File: src/include/etp_defs.vh
`ifndef ETP_DEFS_VH
`define ETP_DEFS_VH
// Clock period of clk in nanoseconds (10 MHz).
`define ETP_CLK_PERIOD_NS 100
// Length of the machine-check pulse on the fatal error pin, in bus clock cycles.
`define ETP_MC_PULSE_CYCLES 16
// Width of the pulse counter.
`define ETP_CNT_W 5
// Trip temperature in degrees Celsius, as an 8-bit sensor code.
`define ETP_TRIP_TEMP_C 8'h82
// Reset value of the active-low status pins fatal_error_n and overheat_trip_n (inactive, high).
`define ETP_PIN_IDLE 1'b1
`endif

File: src/verilog/etp_signal.v
// Operation
// - Any non-recoverable machine check or internal fault asserts the fatal error output, except a machine check in a warm reset cycle.
// - A machine check fault pulses the fatal error output for 16 cycles; a new one restarts the count, a warm reset ends it.
// - An internal fault holds the fatal error output until warm or cold reset.
// - Sensor at maximum safe temperature drives overheat output when control circuit enabled.
// - Externally driven overheat pin engages the thermal control circuit like internal heat.
// - Temperature above the trip point halts execution and asserts the trip output.
// - Power delivery fault asserts regulator fault together with the trip output.
`timescale 1ns/1ps
`include "etp_defs.vh"
module etp_signal #(
   parameter CNT_W = `ETP_CNT_W,
   parameter [CNT_W-1:0] PULSE_CYCLES = `ETP_MC_PULSE_CYCLES,
   parameter [7:0] TRIP_TEMP = `ETP_TRIP_TEMP_C
) (
   // Clock and cold reset.
   input wire clk,
   input wire rstn,
   // Warm reset request, synchronous one-cycle pulse.
   input wire warm_reset,
   // Internal fault events, one-cycle pulses from on-chip logic.
   input wire machine_check_fault,
   input wire internal_fault,
   input wire power_fault,
   // Thermal sensing.
   input wire [7:0] die_temp,
   input wire temp_at_max,
   input wire tcc_enable,
   // Overheat pin, open drain: input, output and output enable.
   input wire proc_overheat_n_in,
   output reg proc_overheat_n_out,
   output reg proc_overheat_n_oe,
   // Status pins to the platform.
   output reg fatal_error_n,
   output reg overheat_trip_n,
   output reg regulator_fault,
   // Control to the core.
   output reg thermal_control_circuit,
   output reg exec_halt
);

   // Synchroniser chain for the overheat pin; bit 0 takes the raw pin.
   reg [2:0] ext_sync_q;
   // Filtered pin state, high while the platform holds the pin low.
   reg ext_hot_q;
   reg ext_hot_d;
   // Cycles left in the machine-check pulse; zero means no pulse is running.
   reg [CNT_W-1:0] pulse_cnt_q;
   reg [CNT_W-1:0] pulse_cnt_d;
   // Held internal fault, cleared only by a warm or a cold reset.
   reg internal_fault_hold_q;
   reg internal_fault_hold_d;
   // Sticky over-temperature trip, cleared only by the cold reset.
   reg tripped_q;
   reg tripped_d;
   // Sticky power-delivery fault, cleared only by the cold reset.
   reg reg_fault_q;
   reg reg_fault_d;
   // Conditions decoded from the thermal and fault inputs.
   wire int_hot;
   wire over_temp;
   wire over_trip;
   wire fatal_active;
   wire ext_stable;

   // True while a pulse count is still running; used by the counter and the pin.
   function cnt_busy;
      input [CNT_W-1:0] cnt;
      begin
         cnt_busy = (cnt != {CNT_W{1'b0}});
      end
   endfunction

   // The sensor flag only counts while the control circuit is enabled.
   assign int_hot = temp_at_max & tcc_enable;
   // The compare is strict, so a reading equal to the trip point does not trip.
   assign over_temp = (die_temp > TRIP_TEMP);
   // A power-delivery fault shuts the core down through the same trip path.
   assign over_trip = over_temp | power_fault;
   // The pin counts as stable once the two oldest samples agree.
   assign ext_stable = (ext_sync_q[2] == ext_sync_q[1]);
   // Either fault class keeps the fatal output low.
   assign fatal_active = internal_fault_hold_q | cnt_busy(pulse_cnt_q);

   // Shift the raw pin in; the chain idles high like the pulled-up pin.
   always @(posedge clk or negedge rstn) begin
      if (!rstn) begin
         ext_sync_q <= 3'b111;
      end else begin
         ext_sync_q <= {ext_sync_q[1:0], proc_overheat_n_in};
      end
   end

   // A one-cycle glitch never reaches the control circuit, at the cost of latency.
   always @* begin
      ext_hot_d = ext_hot_q;
      if (ext_stable) begin
         ext_hot_d = ~ext_sync_q[2];
      end
   end

   // Filtered pin state register.
   always @(posedge clk or negedge rstn) begin
      if (!rstn) begin
         ext_hot_q <= 1'b0;
      end else begin
         ext_hot_q <= ext_hot_d;
      end
   end

   // Pulse counter. A new machine check restarts the full count, so overlapping
   // faults stretch the pulse rather than cutting it short. A warm reset drops it.
   always @* begin
      pulse_cnt_d = pulse_cnt_q;
      if (warm_reset) begin
         pulse_cnt_d = {CNT_W{1'b0}};
      end else if (machine_check_fault) begin
         pulse_cnt_d = PULSE_CYCLES;
      end else if (cnt_busy(pulse_cnt_q)) begin
         pulse_cnt_d = pulse_cnt_q - {{(CNT_W-1){1'b0}}, 1'b1};
      end
   end

   // Pulse counter register.
   always @(posedge clk or negedge rstn) begin
      if (!rstn) begin
         pulse_cnt_q <= {CNT_W{1'b0}};
      end else begin
         pulse_cnt_q <= pulse_cnt_d;
      end
   end

   // Internal fault hold. A fault arriving in the warm reset cycle wins, so it is
   // never lost between the clear and the following cycle.
   always @* begin
      internal_fault_hold_d = internal_fault_hold_q;
      if (warm_reset) begin
         internal_fault_hold_d = 1'b0;
      end
      if (internal_fault) begin
         internal_fault_hold_d = 1'b1;
      end
   end

   // Internal fault hold register; the cold reset clears it as well.
   always @(posedge clk or negedge rstn) begin
      if (!rstn) begin
         internal_fault_hold_q <= 1'b0;
      end else begin
         internal_fault_hold_q <= internal_fault_hold_d;
      end
   end

   // Trip state. A warm reset leaves it alone because the die may still be hot.
   always @* begin
      tripped_d = tripped_q;
      if (over_trip) begin
         tripped_d = 1'b1;
      end
   end

   // Trip register.
   always @(posedge clk or negedge rstn) begin
      if (!rstn) begin
         tripped_q <= 1'b0;
      end else begin
         tripped_q <= tripped_d;
      end
   end

   // Power-delivery fault state; it is only ever set here.
   always @* begin
      reg_fault_d = reg_fault_q;
      if (power_fault) begin
         reg_fault_d = 1'b1;
      end
   end

   // Regulator fault register.
   always @(posedge clk or negedge rstn) begin
      if (!rstn) begin
         reg_fault_q <= 1'b0;
      end else begin
         reg_fault_q <= reg_fault_d;
      end
   end

   // Fatal error pin, active low, idle high out of reset.
   always @(posedge clk or negedge rstn) begin
      if (!rstn) begin
         fatal_error_n <= `ETP_PIN_IDLE;
      end else begin
         fatal_error_n <= ~fatal_active;
      end
   end

   // Trip pin and halt change on the same edge, so the core never runs with the pin low.
   always @(posedge clk or negedge rstn) begin
      if (!rstn) begin
         overheat_trip_n <= `ETP_PIN_IDLE;
         exec_halt <= 1'b0;
      end else begin
         overheat_trip_n <= ~tripped_q;
         exec_halt <= tripped_q;
      end
   end

   // The regulator fault shares the trip pin's timing, so the two show together.
   always @(posedge clk or negedge rstn) begin
      if (!rstn) begin
         regulator_fault <= 1'b0;
      end else begin
         regulator_fault <= reg_fault_q;
      end
   end

   // Overheat pin driver. The pin is open drain: the data bit is always low and
   // only the enable moves. The platform's own drive is not echoed back.
   always @(posedge clk or negedge rstn) begin
      if (!rstn) begin
         proc_overheat_n_out <= 1'b0;
         proc_overheat_n_oe <= 1'b0;
      end else begin
         proc_overheat_n_out <= 1'b0;
         proc_overheat_n_oe <= int_hot;
      end
   end

   // The control circuit engages for either the internal or the external source.
   always @(posedge clk or negedge rstn) begin
      if (!rstn) begin
         thermal_control_circuit <= 1'b0;
      end else begin
         thermal_control_circuit <= int_hot | ext_hot_q;
      end
   end

endmodule // etp_signal

File: config.mk
export PLATFORM = sky130hd
export DESIGN_NAME = etp_signal
export DESIGN_NICKNAME = d
export VERILOG_FILES = /design/src/verilog/etp_signal.v
export VERILOG_INCLUDE_DIRS = /design/src /design/src/include
export SDC_FILE = /design/constraint.sdc
export NUM_CORES = 1
export LEC_CHECK = 0
export ABC_AREA = 1
export BUFFER_PORTS_ARGS = -buffer_cell sky130_fd_sc_hd__buf_2
export CAP_MARGIN = 10
export CORE_MARGIN = 2
export CORE_UTILIZATION = 45
export DETAILED_ROUTE_END_ITERATION = 12
export PLACE_DENSITY_LB_ADDON = 0.12
export REMOVE_ABC_BUFFERS = 1
export SETUP_SLACK_MARGIN = 0.05
export SYNTH_ARGS = -nofsm -noshare
export SYNTH_HDL_FRONTEND = slang
export SYNTH_SLANG_ARGS = --single-unit
File: constraint.sdc
create_clock -name clk -period 1.3 [get_ports clk]
set_input_delay 0.13 -clock clk [delete_from_list [all_inputs] [get_ports clk]]
set_output_delay 0.13 -clock clk [all_outputs]
set_load 0.02 [all_outputs]
==> metrics.md <==
| Metric | Value |
|---|---|
| Fin. Hold Viols | 0 |
| Slew Limit Fails | 0 |
| Crit-path slowest cell | dfrtp_1 |
| Die Y | roughly 43 µm |
| Endpoints failing setup | 0 |
| Largest net degree at the start of global routing | 19 |
| Worst Path Arrival | 1.35 ns |
| Fmax | 889 MHz |
| Wirelength per Cell | ~9.0 µm |
| CTS resizes | 0 |
| Clk Latency, worst-skew pair | 0.29 ns |
| Inserted Clock Buffers | 3 |
| Worst hold path type | primary input to register |
| CORE AREA | approximately 0.0015 mm² |
| Syn Area/Cell | 10.2 µm² |
| Overall Power | 1.15 mW |
| Initial drt markers | 4 |
| Hold Slack | 0.00662 ns |
| Fin crit period | 1.12 ns |
| R2r setup slk | between 0.15 and 0.2 ns |
| H-tree Lvls | 1 |
| DR DRC count | 0 |
| Post-synth EDFFs | 0 |
| Max Cap Viol | 0 |
| Worst Hold End | pulse_cnt_q[4]$_DFFE_PN0P_ |
| Total track usage | 12.4% |
| Core Rows | 14 |
| Async set-or-reset flop fraction in the synthesized netlist | 100% |
| Crit path largest cell delay | 0.41 ns |
| Hold Buf Count CTS | 2 |
| 1st-pass router iterations | 4 |
| Clk buf depth | 2 |
| Share of layout cells above drive strength 1 | 36.8% |
| Number of nets with antenna violations after routing | 0 |
| Wire length of the first global-routing pass | ~1700 µm |
| Lkg Pwr | approximately 0.46 nW |
| Hold path startpoint | warm_reset |
| Clock Sinks | 18 |
| Final core utilization | roughly three fifths |
| Synth cell types | 15 |
| Crit-path max FO | 3 |
| Post-synthesis sequential area ratio | 66.0% |
| Area Overhead vs Synth | 25.9% |
| RSZ-0062 raised after global routing | no |
| Initial Util | 47.0% |
| Reg-to-reg critical path startpoint | pulse_cnt_q[0]$_DFFE_PN0P_ |
| Root buffer cell | clkbuf_4 |
| Sum of negative setup slack | 0 ns |
| CTS tree | done |
| Clock skew | about 0.0067 ns |
| Cell Area, Synth | 692 µm² |
| Die area | 0.00187 mm² |
| IR drop worst, VDD | 0.000796 V |
| Detailed Route WL | 1000 µm |
| Warning count from the yosys run | 0 |
| Status | finished, final reports clean |
| ANT cells | 0 |
| Reg2reg path depth | 6 |
| Gr ovfl total | 0 |
| Cell repeated most along the worst path | inv_1 |
| Via Count | 508 |
| I/O pin cnt | 24 |
| Clock transition at path regs | between 0.1 and 0.15 ns |
| Top_reg_cell synth | dfrtp_1 |
| Crit end category | register |
| Hold Crit Depth | 2 |
| Startpoint types | register |
| WP data required | about 1.5 ns |
| Vias in the first global route | 432 |
| Critical path class | register to register |
| FF-to-FF End | pulse_cnt_q[2]$_DFFE_PN0P_ |
| Die width | 43.2 µm |
| Detailed placer's ending HPWL | around 740 µm |
| Cells after Synth | between 60 and 70 |
| Number of synthesized register bits | 18 |
| Via density per instance | 4.58 |
| Setup bufs post-CTS | 0 |
| Initial antenna violation count | 0 |
| Nets | 114 |
| Worst path cell trace | inv_1, ha_1, inv_1, nor2_1, nand2_1, a21oi_1 |
| Pwr dens | 1320 mW/mm² |
| Count of input and output buffers | 22 |
| Crit share post-route | 86.5% |
| Final GP Congestion | 0.718 |
==> critical path: cells and delay by family (launching register included) <==
kind                       cells  cell delay [ns]
and+or+nand+nor                2             0.13
DFF                            1             0.41
AOI/OAI and AO/OA              1             0.12
buffers and inverters          2             0.16
adders and majority gates      1             0.24
==> worst max path at each step <==
| stage | start | endpoint | slack [ns] |
|---|---|---|---|
| 6_report | pulse_cnt_q[0]$_DFFE_PN0P_ | pulse_cnt_q[2]$_DFFE_PN0P_ | 0.18 |
| 5_1_grt | pulse_cnt_q[0]$_DFFE_PN0P_ | pulse_cnt_q[2]$_DFFE_PN0P_ | 0.06 |
| 4_1_cts | pulse_cnt_q[0]$_DFFE_PN0P_ | pulse_cnt_q[2]$_DFFE_PN0P_ | 0.18 |
| 3_5_place_dp | pulse_cnt_q[0]$_DFFE_PN0P_ | pulse_cnt_q[2]$_DFFE_PN0P_ | 0.21 |
| 3_3_place_gp | pulse_cnt_q[0]$_DFFE_PN0P_ | pulse_cnt_q[2]$_DFFE_PN0P_ | 0.23 |
| 2_1_floorplan | pulse_cnt_q[0]$_DFFE_PN0P_ | pulse_cnt_q[2]$_DFFE_PN0P_ | 0.28 |
==> layout make-up <==
| type | instances | area [µm²] |
|---|---|---|
| multi-input cells | 41 | 198 |
| flip-flops and latches | 18 | 457 |
| repair buffers | 24 | 130 |
| clock buffers | 4 | 36.3 |
| well taps | 16 | 20.0 |
| inverters | 8 | 30.0 |
| fillers | 143 | 601 |
==> metal layers <==
layer	routed length [µm]	vias to the layer above	GRT usage, %	share of wire (%)
met4	6	0	9.09	0.60
met3	67	2	2.55	6.7
li1	-	259	-	-
met1	458	229	16.4	46
met5	0	-	0	0
met2	467	18	17.9	47
==> flip-flops by register name (all words and copies together), names as in the netlist <==
register                 flops
exec_halt                    1
ext_hot_q                    1
ext_sync_q                   3
fatal_error_n                1
internal_fault_hold_q        1
overheat_trip_n              1
proc_overheat_n_oe           1
pulse_cnt_q                  5
reg_fault_q                  1
regulator_fault              1
thermal_control_circuit      1
tripped_q                    1
==> report_power, final <==
group          total, mW  internal, mW  switching, mW  leakage, nW
registers          0.619         0.600         0.0190        0.199
logic              0.186        0.0793          0.107        0.239
clock network      0.342         0.171          0.172       0.0210
==> synthesized netlist by cell type, types with 2 or more instances <==
cell     instances  area share (%)
or2_2            2             1.8
inv_1            8             4.3
a21oi_1          3             2.2
nand2_1         16             8.7
dfrtp_1         13              47
nor2_1          13             7.1
dfstp_2          5              19
==> logic make-up after synthesis <==
family	synth area share [%]
simple gates	22.2
fa+ha+maj	1.81
flops	66.0
buf+inv	5.43
compound gates	3.98
other cells	0.542
==> cell usage in the layout (no fill, tap or decap), drive strengths merged <==
cell type,netlist,routed
buf,1,22
nand2,16,16
nor2,14,14
dfrtp,13,13
inv,8,8
dfstp,5,5
clkbuf,0,4
a21oi,3,3
or2,2,2
dlygate4sd3,0,2
nand3b,1,1
o21ai,1,1
o21bai,1,1
nand4,1,1
ha,1,1
conb,1,1
==> through the flow <==
stage                     setup slack (ns)  instance area [µm²]  cells
final                                0.176                  871    111
after CTS                            0.184                  871    111
after global placement               0.235                  815    105
after detailed placement             0.208                  815    105
after global routing                0.0587                  871    111
after floorplan                      0.278                  684     67
(Power assumes the default switching activity.)
